## src/logic/hdp_pkg.sv

```systemverilog
/*
  Constants shared by the endpoint status-flag block: register offsets,
  field positions, reset values and bank depth.
  Assumes a 32-bit AXI4-Lite register bus with word-aligned offsets.
*/
package hdp_pkg;
  // Register byte offsets
  localparam logic [7:0] OFS_CTRL    = 8'h00;
  localparam logic [7:0] OFS_EP_RST  = 8'h04;
  localparam logic [7:0] OFS_EP_DIS  = 8'h08;
  localparam logic [7:0] OFS_STATUS  = 8'h0C;
  localparam logic [7:0] OFS_SET     = 8'h10;
  localparam logic [7:0] OFS_CLR     = 8'h14;
  localparam logic [7:0] OFS_EVENT   = 8'h18;

  // Flag / event bit positions (status, event and mask share them)
  localparam int BIT_RX_KILL  = 0;
  localparam int BIT_IN_DONE  = 1;
  localparam int BIT_TX_TRERR = 2;
  localparam int BIT_FLOW     = 3;
  localparam int BIT_CRC      = 4;
  localparam int NFLAGS       = 5;

  // Control register fields above the mask field
  localparam int BIT_EP_EN    = 8;
  localparam int BIT_DIR_IN   = 9;
  localparam int BIT_ISO      = 10;
  localparam int BIT_HB_ISO   = 11;

  // Status register fields
  localparam int POS_BUSY     = 16;
  localparam int POS_OUTCNT   = 20;
  localparam int POS_CURRENT_BANK_INDEX    = 24;

  // Bank depth and counter reset value
  localparam logic [1:0] BANKS   = 2'h3;
  localparam logic [1:0] CNT_RST = 2'h0;

  // Reset values
  localparam logic [11:0] CTRL_RST  = 12'h000;
  localparam logic [4:0]  FLAGS_RST = 5'h00;

  // AXI response codes
  localparam logic [1:0] RESP_OKAY   = 2'h0;
  localparam logic [1:0] RESP_SLVERR = 2'h2;
endpackage

```

## src/logic/hdp_endpoint_flags.sv

```systemverilog
/*
  One endpoint's status-flag logic of the high-speed device port, with an
  AXI4-Lite register slave and a level interrupt output.
  Assumes the packet engine runs on mclk and gives single-cycle pulses.
*/
// Implementation choices: the address map and the AXI4-Lite interface to the registers.
`timescale 1ns/1ps
module hdp_endpoint_flags (
  // Clock and reset
  input  wire logic        mclk,
  input  wire logic        rst_n,
  // AXI4-Lite write address and data
  input  wire logic [7:0]  s_axi_awaddr,
  input  wire logic        s_axi_awvalid,
  output logic             s_axi_awready,
  input  wire logic [31:0] s_axi_wdata,
  input  wire logic [3:0]  s_axi_wstrb,
  input  wire logic        s_axi_wvalid,
  output logic             s_axi_wready,
  // AXI4-Lite write response
  output logic [1:0]       s_axi_bresp,
  output logic             s_axi_bvalid,
  input  wire logic        s_axi_bready,
  // AXI4-Lite read
  input  wire logic [7:0]  s_axi_araddr,
  input  wire logic        s_axi_arvalid,
  output logic             s_axi_arready,
  output logic [31:0]      s_axi_rdata,
  output logic [1:0]       s_axi_rresp,
  output logic             s_axi_rvalid,
  input  wire logic        s_axi_rready,
  // Packet engine
  input  wire logic        usbBusReset,
  input  wire logic        outPktIn,
  input  wire logic        outCrcBad,
  input  wire logic        outToggleBad,
  input  wire logic        inToken,
  input  wire logic        inSending,
  input  wire logic        inPktSent,
  // Interrupt
  output logic             irq
);

  function automatic logic [1:0] nextPtr(input logic [1:0] p);
    nextPtr = (p == hdp_pkg::BANKS - 2'h1) ? 2'h0 : p + 2'h1;
  endfunction

  // Bus state
  logic        awHeld_q, awHeld_d;
  logic        wHeld_q, wHeld_d;
  logic [7:0]  awAddr_q, awAddr_d;
  logic [31:0] wData_q, wData_d;
  logic        bValid_q, bValid_d;
  logic [1:0]  bResp_q, bResp_d;
  logic        rValid_q, rValid_d;
  logic [31:0] rData_q, rData_d;
  logic [1:0]  rResp_q, rResp_d;
  // Endpoint state
  logic [11:0] ctrl_q, ctrl_d;
  logic [1:0]  outCnt_q, outCnt_d;
  logic [1:0]  wrPtr_q, wrPtr_d;
  logic [1:0]  rdPtr_q, rdPtr_d;
  logic [2:0]  bad_q, bad_d;
  logic [1:0]  busyCnt_q, busyCnt_d;
  logic        kill_q, kill_d;
  logic        inDone_q, inDone_d;
  logic        flow_q, flow_d;
  logic        crc_q, crc_d;
  logic [4:0]  evt_q, evt_d;

  logic        wrFire, rdFire, wrStrb;
  logic [7:0]  wrAddr;
  logic [31:0] wrData;
  logic [4:0]  flags, evtSet;
  logic        epClear, dirIn, iso, stored, txRdy, txRdyNext;

  assign dirIn  = ctrl_q[hdp_pkg::BIT_DIR_IN];
  assign iso    = ctrl_q[hdp_pkg::BIT_ISO];
  assign wrAddr = awHeld_q ? awAddr_q : s_axi_awaddr;
  assign wrData = wHeld_q ? wData_q : s_axi_wdata;
  assign wrFire = (awHeld_q | s_axi_awvalid) & (wHeld_q | s_axi_wvalid) & ~bValid_q;
  assign rdFire = s_axi_arvalid & ~rValid_q;
  assign wrStrb = s_axi_wstrb[0] | wHeld_q;

  assign s_axi_awready = ~awHeld_q & ~bValid_q;
  assign s_axi_wready  = ~wHeld_q & ~bValid_q;
  assign s_axi_arready = ~rValid_q;
  assign s_axi_bvalid  = bValid_q;
  assign s_axi_bresp   = bResp_q;
  assign s_axi_rvalid  = rValid_q;
  assign s_axi_rdata   = rData_q;
  assign s_axi_rresp   = rResp_q;

  // TX ready reads set only while no bank is left free
  assign txRdy = busyCnt_q == hdp_pkg::BANKS;
  assign flags = {crc_q, flow_q,
                  dirIn ? txRdy : (outCnt_q != hdp_pkg::CNT_RST) & bad_q[rdPtr_q],
                  inDone_q,
                  dirIn ? kill_q : (outCnt_q != hdp_pkg::CNT_RST)};

  always_comb begin
    awHeld_d = awHeld_q;
    wHeld_d  = wHeld_q;
    awAddr_d = awAddr_q;
    wData_d  = wData_q;
    bValid_d = bValid_q;
    bResp_d  = bResp_q;
    rValid_d = rValid_q;
    rData_d  = rData_q;
    rResp_d  = rResp_q;
    if (s_axi_awvalid & s_axi_awready) begin
      awHeld_d = 1'b1;
      awAddr_d = s_axi_awaddr;
    end
    if (s_axi_wvalid & s_axi_wready) begin
      wHeld_d = 1'b1;
      wData_d = s_axi_wdata;
    end
    if (wrFire) begin
      awHeld_d = 1'b0;
      wHeld_d  = 1'b0;
      bValid_d = 1'b1;
      bResp_d  = (wrAddr <= hdp_pkg::OFS_EVENT && wrAddr[1:0] == 2'h0)
                 ? hdp_pkg::RESP_OKAY : hdp_pkg::RESP_SLVERR;
    end else if (bValid_q & s_axi_bready) begin
      bValid_d = 1'b0;
    end
    if (rdFire) begin
      rValid_d = 1'b1;
      rResp_d  = hdp_pkg::RESP_OKAY;
      unique case (s_axi_araddr)
        hdp_pkg::OFS_CTRL:   rData_d = {20'h0_0000, ctrl_q};
        hdp_pkg::OFS_STATUS: rData_d = {6'h00, rdPtr_q, 2'h0, outCnt_q, 2'h0, busyCnt_q,
                                        11'h000, flags};
        hdp_pkg::OFS_EVENT:  rData_d = {27'h000_0000, evt_q};
        hdp_pkg::OFS_EP_RST, hdp_pkg::OFS_EP_DIS,
        hdp_pkg::OFS_SET, hdp_pkg::OFS_CLR: rData_d = 32'h0000_0000;
        default: begin
          rData_d = 32'h0000_0000;
          rResp_d = hdp_pkg::RESP_SLVERR;
        end
      endcase
    end else if (rValid_q & s_axi_rready) begin
      rValid_d = 1'b0;
    end
  end

  always_ff @(posedge mclk or negedge rst_n) begin
    if (!rst_n) begin
      awHeld_q <= 1'b0;
      wHeld_q  <= 1'b0;
      awAddr_q <= 8'h00;
      wData_q  <= 32'h0000_0000;
      bValid_q <= 1'b0;
      bResp_q  <= hdp_pkg::RESP_OKAY;
      rValid_q <= 1'b0;
      rData_q  <= 32'h0000_0000;
      rResp_q  <= hdp_pkg::RESP_OKAY;
    end else begin
      awHeld_q <= awHeld_d;
      wHeld_q  <= wHeld_d;
      awAddr_q <= awAddr_d;
      wData_q  <= wData_d;
      bValid_q <= bValid_d;
      bResp_q  <= bResp_d;
      rValid_q <= rValid_d;
      rData_q  <= rData_d;
      rResp_q  <= rResp_d;
    end
  end

  // Software strobes; writes qualified by the low byte lane unless the data beat was held
  logic wrCtrl, wrRst, wrDis, setKill, setTx, clrRx, clrDone, clrFlow, rdEvt;
  assign wrCtrl  = wrFire & wrStrb & (wrAddr == hdp_pkg::OFS_CTRL);
  assign wrRst   = wrFire & wrStrb & (wrAddr == hdp_pkg::OFS_EP_RST) & wrData[0];
  assign wrDis   = wrFire & wrStrb & (wrAddr == hdp_pkg::OFS_EP_DIS) & wrData[0];
  assign setKill = wrFire & wrStrb & (wrAddr == hdp_pkg::OFS_SET) & wrData[hdp_pkg::BIT_RX_KILL];
  assign setTx   = wrFire & wrStrb & (wrAddr == hdp_pkg::OFS_SET) & wrData[hdp_pkg::BIT_TX_TRERR];
  assign clrRx   = wrFire & wrStrb & (wrAddr == hdp_pkg::OFS_CLR) & wrData[hdp_pkg::BIT_RX_KILL];
  assign clrDone = wrFire & wrStrb & (wrAddr == hdp_pkg::OFS_CLR) & wrData[hdp_pkg::BIT_IN_DONE];
  assign clrFlow = wrFire & wrStrb & (wrAddr == hdp_pkg::OFS_CLR) & wrData[hdp_pkg::BIT_FLOW];
  assign rdEvt   = rdFire & (s_axi_araddr == hdp_pkg::OFS_EVENT);

  assign epClear = usbBusReset | wrRst | wrDis;
  // store when a bank is free
  assign stored  = outPktIn & ~dirIn & ctrl_q[hdp_pkg::BIT_EP_EN] & (outCnt_q != hdp_pkg::BANKS);

  always_comb begin
    logic [1:0] busyNext;
    logic       sentNow, killNow;
    busyNext  = busyCnt_q;
    sentNow   = inPktSent & dirIn & (busyCnt_q != hdp_pkg::CNT_RST);
    killNow   = 1'b0;
    ctrl_d    = wrCtrl ? wrData[11:0] : ctrl_q;
    outCnt_d  = outCnt_q;
    wrPtr_d   = wrPtr_q;
    rdPtr_d   = rdPtr_q;
    bad_d     = bad_q;
    kill_d    = kill_q | (setKill & dirIn);
    crc_d     = crc_q;
    evtSet    = 5'h00;
    if (stored) begin
      wrPtr_d  = nextPtr(wrPtr_q);
      // mark a bank holding a bad toggle sequence
      bad_d[wrPtr_q] = outToggleBad & ctrl_q[hdp_pkg::BIT_HB_ISO];
      if (iso) begin
        crc_d = outCrcBad;
      end
    end
    // firmware clear pops the current bank
    // count keeps flag up while banks remain
    if (clrRx & ~dirIn & (outCnt_q != hdp_pkg::CNT_RST)) begin
      rdPtr_d = nextPtr(rdPtr_q);
    end
    outCnt_d = outCnt_q + {1'b0, stored}
               - {1'b0, clrRx & ~dirIn & (outCnt_q != hdp_pkg::CNT_RST)};
    if (sentNow) begin
      busyNext = busyNext - 2'h1;
    end
    if (kill_q) begin
      if (busyCnt_q == hdp_pkg::CNT_RST) begin
        kill_d = 1'b0;
      end else if (busyCnt_q == 2'h1 & (inSending | inPktSent)) begin
        // refused, the packet goes out instead
        kill_d = ~inPktSent;
      end else begin
        // drop one bank, count goes down
        // with no send pending the last bank goes
        killNow  = 1'b1;
        kill_d   = 1'b0;
        busyNext = busyNext - 2'h1;
      end
    end
    if (setTx & dirIn & (busyNext != hdp_pkg::BANKS)) begin
      busyNext = busyNext + 2'h1;
    end
    busyCnt_d = busyNext;
    txRdyNext = busyNext == hdp_pkg::BANKS;
    // done flag, set wins over clear
    inDone_d  = sentNow | (inDone_q & ~clrDone);
    // underflow on iso IN, overflow on iso OUT
    flow_d    = (iso & dirIn & inToken & (busyCnt_q == hdp_pkg::CNT_RST))
              | (iso & ~dirIn & outPktIn & (outCnt_q == hdp_pkg::BANKS))
              | (flow_q & ~clrFlow);
    evtSet[hdp_pkg::BIT_RX_KILL]  = stored & (outCnt_q == hdp_pkg::CNT_RST);
    evtSet[hdp_pkg::BIT_IN_DONE]  = sentNow & ~inDone_q;
    // event on hardware clear of TX ready
    evtSet[hdp_pkg::BIT_TX_TRERR] = txRdy & ~txRdyNext & (sentNow | killNow);
    evtSet[hdp_pkg::BIT_FLOW]     = flow_d & ~flow_q;
    evtSet[hdp_pkg::BIT_CRC]      = stored & iso & outCrcBad;
    // Read clears, new events in the same cycle survive
    evt_d = evtSet | (rdEvt ? 5'h00 : evt_q);
    if (epClear) begin
      outCnt_d  = hdp_pkg::CNT_RST;
      wrPtr_d   = hdp_pkg::CNT_RST;
      rdPtr_d   = hdp_pkg::CNT_RST;
      bad_d     = 3'h0;
      busyCnt_d = hdp_pkg::CNT_RST;
      kill_d    = 1'b0;
      inDone_d  = 1'b0;
      flow_d    = 1'b0;
      crc_d     = 1'b0;
    end
    if (wrDis | usbBusReset) begin
      ctrl_d[hdp_pkg::BIT_EP_EN] = 1'b0;
    end
  end

  always_ff @(posedge mclk or negedge rst_n) begin
    if (!rst_n) begin
      ctrl_q    <= hdp_pkg::CTRL_RST;
      outCnt_q  <= hdp_pkg::CNT_RST;
      wrPtr_q   <= hdp_pkg::CNT_RST;
      rdPtr_q   <= hdp_pkg::CNT_RST;
      bad_q     <= 3'h0;
      busyCnt_q <= hdp_pkg::CNT_RST;
      kill_q    <= 1'b0;
      inDone_q  <= 1'b0;
      flow_q    <= 1'b0;
      crc_q     <= 1'b0;
      evt_q     <= hdp_pkg::FLAGS_RST;
    end else begin
      ctrl_q    <= ctrl_d;
      outCnt_q  <= outCnt_d;
      wrPtr_q   <= wrPtr_d;
      rdPtr_q   <= rdPtr_d;
      bad_q     <= bad_d;
      busyCnt_q <= busyCnt_d;
      kill_q    <= kill_d;
      inDone_q  <= inDone_d;
      flow_q    <= flow_d;
      crc_q     <= crc_d;
      evt_q     <= evt_d;
    end
  end

  // Mask is the low field of the control register, bits 4:0
  assign irq = |(evt_q & ctrl_q[hdp_pkg::NFLAGS-1:0]);

  chk_rx_set: assert property (@(posedge mclk) disable iff (!rst_n)
    stored & ~epClear |=> outCnt_q != 2'h0) else $error("Stored packet left flag low");
  chk_rx_hold: assert property (@(posedge mclk) disable iff (!rst_n)
    clrRx & ~dirIn & (outCnt_q == 2'h2) & ~epClear |=> outCnt_q != 2'h0)
    else $error("Received flag dropped with bank pending");
  chk_rx_irq: assert property (@(posedge mclk) disable iff (!rst_n)
    stored & (outCnt_q == 2'h0) & ctrl_q[0] & ~wrCtrl |=> irq)
    else $error("No interrupt on received flag");
  chk_ep_clear: assert property (@(posedge mclk) disable iff (!rst_n)
    (wrRst | wrDis) |=> (flags[1] == 1'b0) && !flow_q && !crc_q && busyCnt_q == 2'h0)
    else $error("Endpoint reset left flags");
  chk_bus_reset: assert property (@(posedge mclk) disable iff (!rst_n)
    usbBusReset |=> outCnt_q == 2'h0 && !inDone_q && !kill_q)
    else $error("Bus reset left flags");
  chk_kill_dec: assert property (@(posedge mclk) disable iff (!rst_n)
    kill_q & (busyCnt_q == 2'h2) & ~inPktSent & ~setTx & ~epClear |=> busyCnt_q == 2'h1)
    else $error("Kill did not drop a bank");
  chk_kill_refuse: assert property (@(posedge mclk) disable iff (!rst_n)
    kill_q & (busyCnt_q == 2'h1) & inSending & ~inPktSent & ~epClear & ~setTx
    |=> busyCnt_q == 2'h1 && kill_q) else $error("Kill taken during transmit");
  chk_in_done: assert property (@(posedge mclk) disable iff (!rst_n)
    inPktSent & dirIn & (busyCnt_q != 2'h0) & ~epClear |=> inDone_q)
    else $error("Sent packet did not set done");
  chk_flow_err: assert property (@(posedge mclk) disable iff (!rst_n)
    iso & dirIn & inToken & (busyCnt_q == 2'h0) & ~epClear |=> flow_q)
    else $error("Underflow not flagged");
  chk_crc_upd: assert property (@(posedge mclk) disable iff (!rst_n)
    stored & iso & ~epClear |=> crc_q == $past(outCrcBad)) else $error("CRC flag stale");

  cov_out_two: cover property (@(posedge mclk) disable iff (!rst_n) outCnt_q == 2'h2);
  cov_kill_two: cover property (@(posedge mclk) disable iff (!rst_n)
    kill_q & (busyCnt_q == 2'h2) & inPktSent);
  cov_irq: cover property (@(posedge mclk) disable iff (!rst_n) $rose(irq));
endmodule

```

## config.mk

```make
export PLATFORM = sky130hd
export DESIGN_NAME = hdp_endpoint_flags
export DESIGN_NICKNAME = d
export VERILOG_FILES = /design/src/logic/hdp_pkg.sv /design/src/logic/hdp_endpoint_flags.sv
export SDC_FILE = /design/constraint.sdc
export NUM_CORES = 1
export LEC_CHECK = 0
export BUFFER_PORTS_ARGS = -buffer_cell sky130_fd_sc_hd__buf_4
export CORE_ASPECT_RATIO = 1.2
export CORE_UTILIZATION = 47
export CTS_BUF_LIST = sky130_fd_sc_hd__clkbuf_16
export DETAILED_ROUTE_END_ITERATION = 7
export GPL_TIMING_DRIVEN = 0
export PLACE_DENSITY = 0.73
export SYNTH_ARGS = -nofsm -noshare
export SYNTH_HDL_FRONTEND = slang
export SYNTH_SLANG_ARGS = --single-unit
```

## constraint.sdc

```tcl
create_clock -name mclk -period 3.7 [get_ports mclk]
set_input_delay 0.185 -clock mclk [delete_from_list [all_inputs] [get_ports mclk]]
set_output_delay 0.185 -clock mclk [all_outputs]
set_load 0.03 [all_outputs]
```

[Word-level counts from Yosys, hierarchy flattened]
Index checks and enable logic that the tools add are counted.
Cells by class
  bitwise logic cells: 76
  order comparisons: 4
  equality and inequality tests: 18
  $add $sub $neg: 7
  multiplexer cells: 50
  reductions and logical operators: 20
Operators by type and width (count)
  $pmux 26 s3: 1
  $and 1x1->1: 51
  $eq 8x5->1 const B: 5
  $mux 2: 15
  $mux 1: 25
  $eq 8x4->1 const B: 3
  $reduce_bool 2->1: 10
  $eq 8x3->1 const B: 2
  $logic_not 8->1: 2
  $mux 12: 1
  $or 1x1->1: 12
  $not 1->1: 11
  $eq 2x2->1 const B: 5
  $mux 9: 1
  $le 8x5->1 const B: 1
  $mux 8: 1
  $reduce_or 7->1: 1
  $add 2x1->2 const B: 3
  $logic_not 2->1: 3
  $lt 2x3->1 const B: 2
  $mux 3: 2
  $and 5x5->5: 1
  $mux 5: 1
  $or 5x5->5: 1
  other kinds (12): 15
Word-level totals
  output and inout bits: 42
  input port bits: 66
  flip-flop bits (word level): 92

[Depth between registers and ports, before layout]
Gate-level depths: netlist of run 1.
  depth after elaboration: 15
  mapped depth: 12

[Worst setup path before layout of run 1]
No wires, ideal clock.
  path type: reg-to-reg
  from: reg busyCnt_q[0]
  to: reg evt_q[2]
  setup time: 121 ps
  slack: 317 ps
  arrival: 3262 ps
  cell stages (with the launch flop): 12
  path through: dfrtp_1 -> inv_1 -> ha_1 -> nand3b_1 -> xnor2_1 -> xnor2_1 -> inv_1 -> ha_1 -> or4b_2 -> nor4b_1 -> a31oi_1 -> a22o_1
On the way
  word-level cells in the longest chain between the ends: 15
  elaborated cells on any way between the ends: 25
  those cells by class: add/sub: 3; eq/ne: 4; mux: 8; bitwise: 8; reduce/logical: 2
RTL lines
  from (decl): line hdp_endpoint_flags.sv:64  | logic [1:0] busyCnt_q, busyCnt_d;
  from (signal assigned): line hdp_endpoint_flags.sv:276  | busyCnt_q <= hdp_pkg::CNT_RST;
  from (signal assigned): line hdp_endpoint_flags.sv:288  | busyCnt_q <= busyCnt_d;
  branches (longest 13 deep; another with $sub 2x1->2)
  $and 1x1->1 (*): line hdp_endpoint_flags.sv:248  | evtSet[hdp_pkg::BIT_TX_TRERR] = txRdy & ~txRdyNext & (sentNow | killNow);
  $or 5x5->5 (*): line hdp_endpoint_flags.sv:252  | evt_d = evtSet | (rdEvt ? 5'h00 : evt_q);
  via evt_d[2]: line hdp_endpoint_flags.sv:69  | logic [4:0] evt_q, evt_d;
  to (signal assigned): line hdp_endpoint_flags.sv:281  | evt_q <= hdp_pkg::FLAGS_RST;
  to (signal assigned): line hdp_endpoint_flags.sv:293  | evt_q <= evt_d;
  to (decl): line hdp_endpoint_flags.sv:69
Mark *: on every way through the listed nets, which the timed path passes.
A chain may end at the register's enable or synchronous reset.

[Worst setup path after layout of run 1]
Same ends and word-level chain as after synthesis.

==> results of run 1 <==
[cells in the final DEF, fill, tap and decap left out, types with 4 or more instances in the layout]
cell       instances
dfrtp_1           76
or3_1              5
mux2_2            20
nor3_1             6
o21ai_0           30
mux2i_1           18
and2_1             4
xnor2_1            4
nand2_1           66
buf_4             84
inv_1             14
clkbuf_1          14
a222oi_1           5
clkbuf_16          9
a21oi_1           14
conb_1            16
nor2_1            27
ha_1               6
nand3_1           17
[cells by family after synthesis]
group           synth area share
simple gates               0.187
flops                      0.498
compound gates             0.110
buf+inv                   0.0622
mux                        0.106
xor+xnor                  0.0161
fa+ha+maj                 0.0197
other cells             0.000982
[what timing repair did]
item / 4_1_cts / 5_1_grt
pin swaps: 0 / 0
resized for setup: 1 / 1
setup endpoints to repair: 3 / 2
[final cells by class]
class | instances | share of cell area
Sequential cell | 76 | 0.393
Multi-Input combinational cell | 283 | 0.364
Timing Repair Buffer | 68 | 0.106
Clock buffer | 9 | 0.0466
Buffer | 33 | 0.0399
Tap cell | 92 | 0.0238
Clock inverter | 7 | 0.0173
Inverter | 12 | 0.00932
[worst reg2reg max path, cell delays in order, from the launching register on]
cell      delay, ps
dfrtp_1         430
inv_1           110
ha_1            240
nand3b_1        340
xnor2_1         230
xnor2_1         320
inv_1            80
ha_1            210
or4b_2          720
nor4b_4         360
a31oi_1         130
a22o_1          210
[metal layers]
metal	up-vias	global-route usage	part of all wire
met5	-	0	0
met4	0	0.122	0.034
met3	28	0.0410	0.069
met2	120	0.363	0.48
met1	1451	0.249	0.41
li1	1526	-	-
[cells in the mapped netlist (2+ instances only)]
| library cell | n | area (sq um) |
|---|---|---|
| o21ai_0 | 30 | 150 |
| and2_1 | 4 | 25.0 |
| clkbuf_1 | 14 | 52.6 |
| or4_4 | 2 | 22.5 |
| nor2_1 | 27 | 101 |
| nand3_1 | 17 | 85.1 |
| nor3_1 | 6 | 30.0 |
| or3_1 | 5 | 31.3 |
| nor2b_1 | 2 | 12.5 |
| nand3b_1 | 3 | 22.5 |
| nor4_1 | 3 | 18.8 |
| or3b_1 | 2 | 17.5 |
| nor3b_1 | 3 | 22.5 |
| a31oi_1 | 3 | 18.8 |
| inv_1 | 12 | 45.0 |
| xnor2_1 | 4 | 35.0 |
| mux2i_1 | 18 | 180 |
| a22o_1 | 3 | 26.3 |
| a21oi_1 | 14 | 70.1 |
| or4_1 | 2 | 15.0 |
| a222oi_1 | 5 | 50.1 |
| nand2_1 | 66 | 248 |
| xor2_1 | 3 | 26.3 |
| dfrtp_1 | 76 | 1900 |
| mux2_2 | 20 | 225 |
| buf_4 | 16 | 120 |
| ha_1 | 6 | 75.1 |
[state kept, by name (all words and copies together), names as in the netlist, 2 cells and up]
register	count
busyCnt_q	2
ctrl_q	12
s_axi_rdata	18
outCnt_q	2
rdPtr_q	2
evt_q	5
bad_q	3
wData_q	12
wrPtr_q	2
awAddr_q	8
[power by group through the flow]
stage	logic [mW]	registers (mW)	clock network, mW
after floorplan	0.495	1.11	0
after global placement	0.702	1.10	0
after detailed placement	0.725	1.11	0
after CTS	0.728	1.10	0.928
after global routing	0.794	1.12	0.957
final	0.725	1.10	0.916
[worst max path at each step]
stage,end,cells past startpoint,startpoint,slack (ps)
after global placement,evt_q[2]$_DFF_PN0_,11,busyCnt_q[0]$_DFF_PN0_,-70
final,evt_q[2]$_DFF_PN0_,11,busyCnt_q[0]$_DFF_PN0_,210
after CTS,evt_q[2]$_DFF_PN0_,11,busyCnt_q[0]$_DFF_PN0_,130
after detailed placement,evt_q[2]$_DFF_PN0_,11,busyCnt_q[0]$_DFF_PN0_,-140
after global routing,busyCnt_q[1]$_DFF_PN0_,11,busyCnt_q[0]$_DFF_PN0_,-40
after floorplan,evt_q[2]$_DFF_PN0_,11,busyCnt_q[0]$_DFF_PN0_,320
[metrics by stage]
step | setup TNS (ps) | power [mW] | setup WS [ps]
floorplan | 0 | 1.60 | 317
global placement | -81.1 | 1.80 | -70.4
detailed placement | -214 | 1.83 | -136
CTS | 0 | 2.75 | 132
global route | -84.9 | 2.87 | -44.9
finish | 0 | 2.74 | 210
==> impl_metrics.yaml, run 1 <==
finish:
  multiInputGateArea_sq_um: 1760
  final_layout_size_suffix_gt1_frac: 0.260
  nNetsFinal: 555
  fillers: 677
  synthToLayoutAreaGrowth_pct: 26.5
  seq_area_sq_um: 1900
  final_util: 0.620
  fin_cells: 580
  design_area_sq_um: 4830
  antennaDiodeCount: 0
critical_path:
  cp-start-kind: "register"
  r2r_slack_ps: 210
  cp_data_arrival_time_ps: 3710
  worstPathRequired_ps: 3920
  timing.rr.end: "evt_q[2]$_DFF_PN0_"
  rr_startpoint: "busyCnt_q[0]$_DFF_PN0_"
  reg2reg_depth: 11
  crit_slowest_cell: "or4b_2"
  path_buf_inv: 2
  path_cells: "inv_1 -> ha_1 -> nand3b_1 -> xnor2_1 -> xnor2_1 -> inv_1 -> ha_1 -> or4b_2 -> nor4b_4 -> a31oi_1 -> a22o_1"
  cp_slowest_stage_delay_ps: 720
  end_kind: "register"
  criticalPathCategory: "reg -> reg"
  cpLargestDelayFamily: "simple AND/OR/NAND/NOR gates"
  cp_max_fo: 9
floorplan:
  rows: 35
  dieArea_sq_um: 8490
  fp.dieW_um: 84.3
  ios: 108
  start_util: 0.490
  fp.coreArea_sq_um: 7790
  die_y_um: 101
cts:
  cts.sinks: 76
  hold_buffers: 0
  post_cts_buffers: 0
  htreeDepth: 3
  root_buffer: "clkbuf_16"
  cts_tree: "yes"
  clk-insertion-delay-late_ps: 340
  cts.reportedPaths.clkPinSlew_ps: 60
  clockBufferDepth: 2
  cts_inserted_buffers: 9
global_route:
  grt_overflow_total: 0
  grt_usage: 0.211
  grt_max_degree: 77
  antenna_found_initial: 0
  grt_pass1_vias: 3146
  grt_pass1_wl_mm: 13.9
timing:
  relSlewSlack: 0.369
  fin_skew_ps: 9.12
  setup_viol: 0
  drv_slew: 0
  period_share: 0.943
  hold_viol: 18
  fin_crit_ps: 3490
  hold_ws_ps: -32.4
  worstMarginPinSlew_ps: 946
  fmax_ghz: 0.287
drt:
  ant_nets: 0
  via_per_inst: 5.39
  dr.pass1.iters: 8
  avgRoutedWirePerCell_um: 14.3
  vias: 3125
  drc_errors: 20
  finalWirelength_mm: 8.27
  drt_iter0_markers: 260
worst_hold_path:
  hp-class: "in -> async"
synth:
  synth_edf_count: 0
  synth-async-reset-ratio: 1.00
  synth_ff_type: "dfrtp_1"
  syn_area_per_cell_sq_um: 9.82
  seq_area_frac_synth: 0.498
  synth_seq_cells: 76
  netlist_area_sq_um: 3820
  ys_warn_count: 0
  netlist_instances: 389
  ys_types: 50
power_and_ir_drop:
  power.switching_mw: 0.834
  leakagePower_nw: 2.33
  internal_power_mw: 1.90
  switching_share: 0.305
  pwr-share-seq: 0.400
  power.share.clock: 0.335
  comb_power_share: 0.265
  irDropWorstVdd_mv: 0.452
  powerDensity_nw_per_um2: 566
status:
  violations: "design-rule violations, negative hold slack"
  status: "finished with violations"
placed_design:
  dpl_cell_area_sq_um: 4510
  dp_hpwl_mm: 6.17
  gp_congestion: 0.887
  numPortBuffers: 68
  dp.cells: 564
job:
  drv_cap: 0
Note: power is estimated with default switching activity, not from simulation.
==> inputs of run 2 (changes only) <==
- CORE_MARGIN: not set -> 3
- CORE_UTILIZATION: 47 -> 31
- PLACE_DENSITY: 0.73 -> not set
==> impl_metrics.yaml, run 2 (synthesized netlist as in run 1, its figures left out) <==
placed_design:
  dp_slack_ps: -158
  dp_hpwl_mm: 6.83
  numPortBuffers: 68
  gp_congestion: 0.840
cts:
  cts_inserted_buffers: 9
  cts.reportedPaths.clkPinSlew_ps: 60
  htreeDepth: 3
  clk-insertion-delay-late_ps: 330
  root_buffer: "clkbuf_16"
  cts.sinks: 76
  cts_tree: "yes"
  clockBufferDepth: 2
critical_path:
  cp-start-kind: "register"
  crit_slowest_cell: "or4b_2"
  r2r_slack_ps: 220
  criticalPathCategory: "reg -> reg"
  timing.rr.end: "evt_q[2]$_DFF_PN0_"
  cp_data_arrival_time_ps: 3690
  cpLargestDelayFamily: "simple AND/OR/NAND/NOR gates"
  reg2reg_depth: 11
  cp_max_fo: 9
  rr_startpoint: "busyCnt_q[0]$_DFF_PN0_"
  worstPathRequired_ps: 3910
  end_kind: "register"
  path_buf_inv: 2
  path_cells: "inv_1 -> ha_1 -> nand3b_1 -> xnor2_1 -> xnor2_1 -> inv_1 -> ha_1 -> or4b_2 -> nor4b_4 -> a31oi_1 -> a22o_1"
  startpoint: "busyCnt_q[0]$_DFF_PN0_"
  cp_slowest_stage_delay_ps: 700
drt:
  ant_nets: 0
  dr.pass1.iters: 4
  finalWirelength_mm: 8.94
  drc_errors: 0
  drt_iter0_markers: 126
  avgRoutedWirePerCell_um: 13.9
  vias: 3132
  via_per_inst: 4.86
floorplan:
  fp.dieW_um: 107
  fp.coreArea_sq_um: 11800
  ios: 108
  rows: 43
  start_util: 0.324
  dieArea_sq_um: 13700
  die_y_um: 128
finish:
  nNetsFinal: 555
  antennaDiodeCount: 0
  layout_common_cells: "buf_4 (84), dfrtp_1 (76), nand2_1 (66)"
  final_layout_size_suffix_gt1_frac: 0.265
  fillers: 1156
  layout_commonest_cell: "buf_4"
  synthToLayoutAreaGrowth_pct: 27.6
  final_util: 0.414
  largest_reg_flops: 18
timing:
  fin_crit_ps: 3480
  worstMarginPinSlew_ps: 978
  fin_skew_ps: 8.41
  hold_viol: 5
  fmax_ghz: 0.287
  worst_slack_ps: 222
  period_share: 0.940
  relSlewSlack: 0.348
  drv_slew: 0
  setup_viol: 0
  rsz0062_at_grt: "false"
  hold_ws_ps: -16.3
global_route:
  grt_overflow_total: 0
  grt_max_degree: 77
  grt_pass1_vias: 3022
  grt_usage: 0.132
  grt_pass1_wl_mm: 14.3
  antenna_found_initial: 0
job:
  drv_cap: 0
worst_hold_path:
  hp-class: "in -> async"
power_and_ir_drop:
  powerDensity_nw_per_um2: 536
  power.switching_mw: 0.841
  comb_power_share: 0.279
  internal_power_mw: 1.77
  power.share.clock: 0.302
  irDropWorstVdd_mv: 0.360
  leakagePower_nw: 2.31
  switching_share: 0.322
  pwr-share-seq: 0.419
status:
  status: "finished with violations"
  violations: "negative hold slack"
run 2: cell type report:
type                            count  area, sq um  area share
Tap cell                          157          196      0.0403
Clock buffer                        9          225      0.0462
Clock inverter                      6         42.5     0.00873
Inverter                           12         45.0     0.00924
Sequential cell                    76         1900       0.390
Multi-Input combinational cell    283         1760       0.361
Timing Repair Buffer               68          510       0.105
Buffer                             33          193      0.0395
run 2: timing repair:
| item | 4_1_cts | 5_1_grt |
|---|---|---|
| resized for setup | 1 | 1 |
| endpoints found under the hold margin | 0 | 0 |
| setup buffers | 0 | 0 |
| endpoints found under the setup margin | 3 | 2 |
| hold buffers | 0 | 0 |
run 2: through the flow:
| step | area (sq um) | cells | TNS [ps] | power [mW] |
|---|---|---|---|---|
| 6_report | 4870 | 644 | 0 | 2.61 |
| 5_1_grt | 4870 | 644 | 0 | 2.77 |
| 4_1_cts | 4860 | 644 | 0 | 2.64 |
| 3_5_place_dp | 4590 | 629 | -290 | 1.84 |
| 3_3_place_gp | 4580 | 629 | -99.1 | 1.81 |
| 2_1_floorplan | 3880 | 404 | 0 | 1.60 |
run 2: layer usage:
metal / global-route usage / vias up / share of wire
met1: 0.174 / 1493 / 0.45
met2: 0.215 / 107 / 0.48
li1: - / 1519 / -
met5: 0 / - / 0
met3: 0.0217 / 13 / 0.065
met4: 0.0513 / 0 / 0.013
run 2: worst max path at each step:
stage,endpoint,slack (ps),cells past startpoint
6_report,evt_q[2]$_DFF_PN0_,220,11
5_1_grt,evt_q[2]$_DFF_PN0_,50,11
4_1_cts,evt_q[2]$_DFF_PN0_,110,11
3_5_place_dp,evt_q[2]$_DFF_PN0_,-160,11
3_3_place_gp,evt_q[2]$_DFF_PN0_,-70,11
2_1_floorplan,evt_q[2]$_DFF_PN0_,320,11
run 2: power by group through the flow:
stage / logic [mW] / clock network [mW] / registers [mW]
finish: 0.728 / 0.788 / 1.09
global route: 0.802 / 0.857 / 1.11
CTS: 0.732 / 0.814 / 1.09
detailed placement: 0.729 / 0 / 1.11
global placement: 0.710 / 0 / 1.10
floorplan: 0.495 / 0 / 1.11
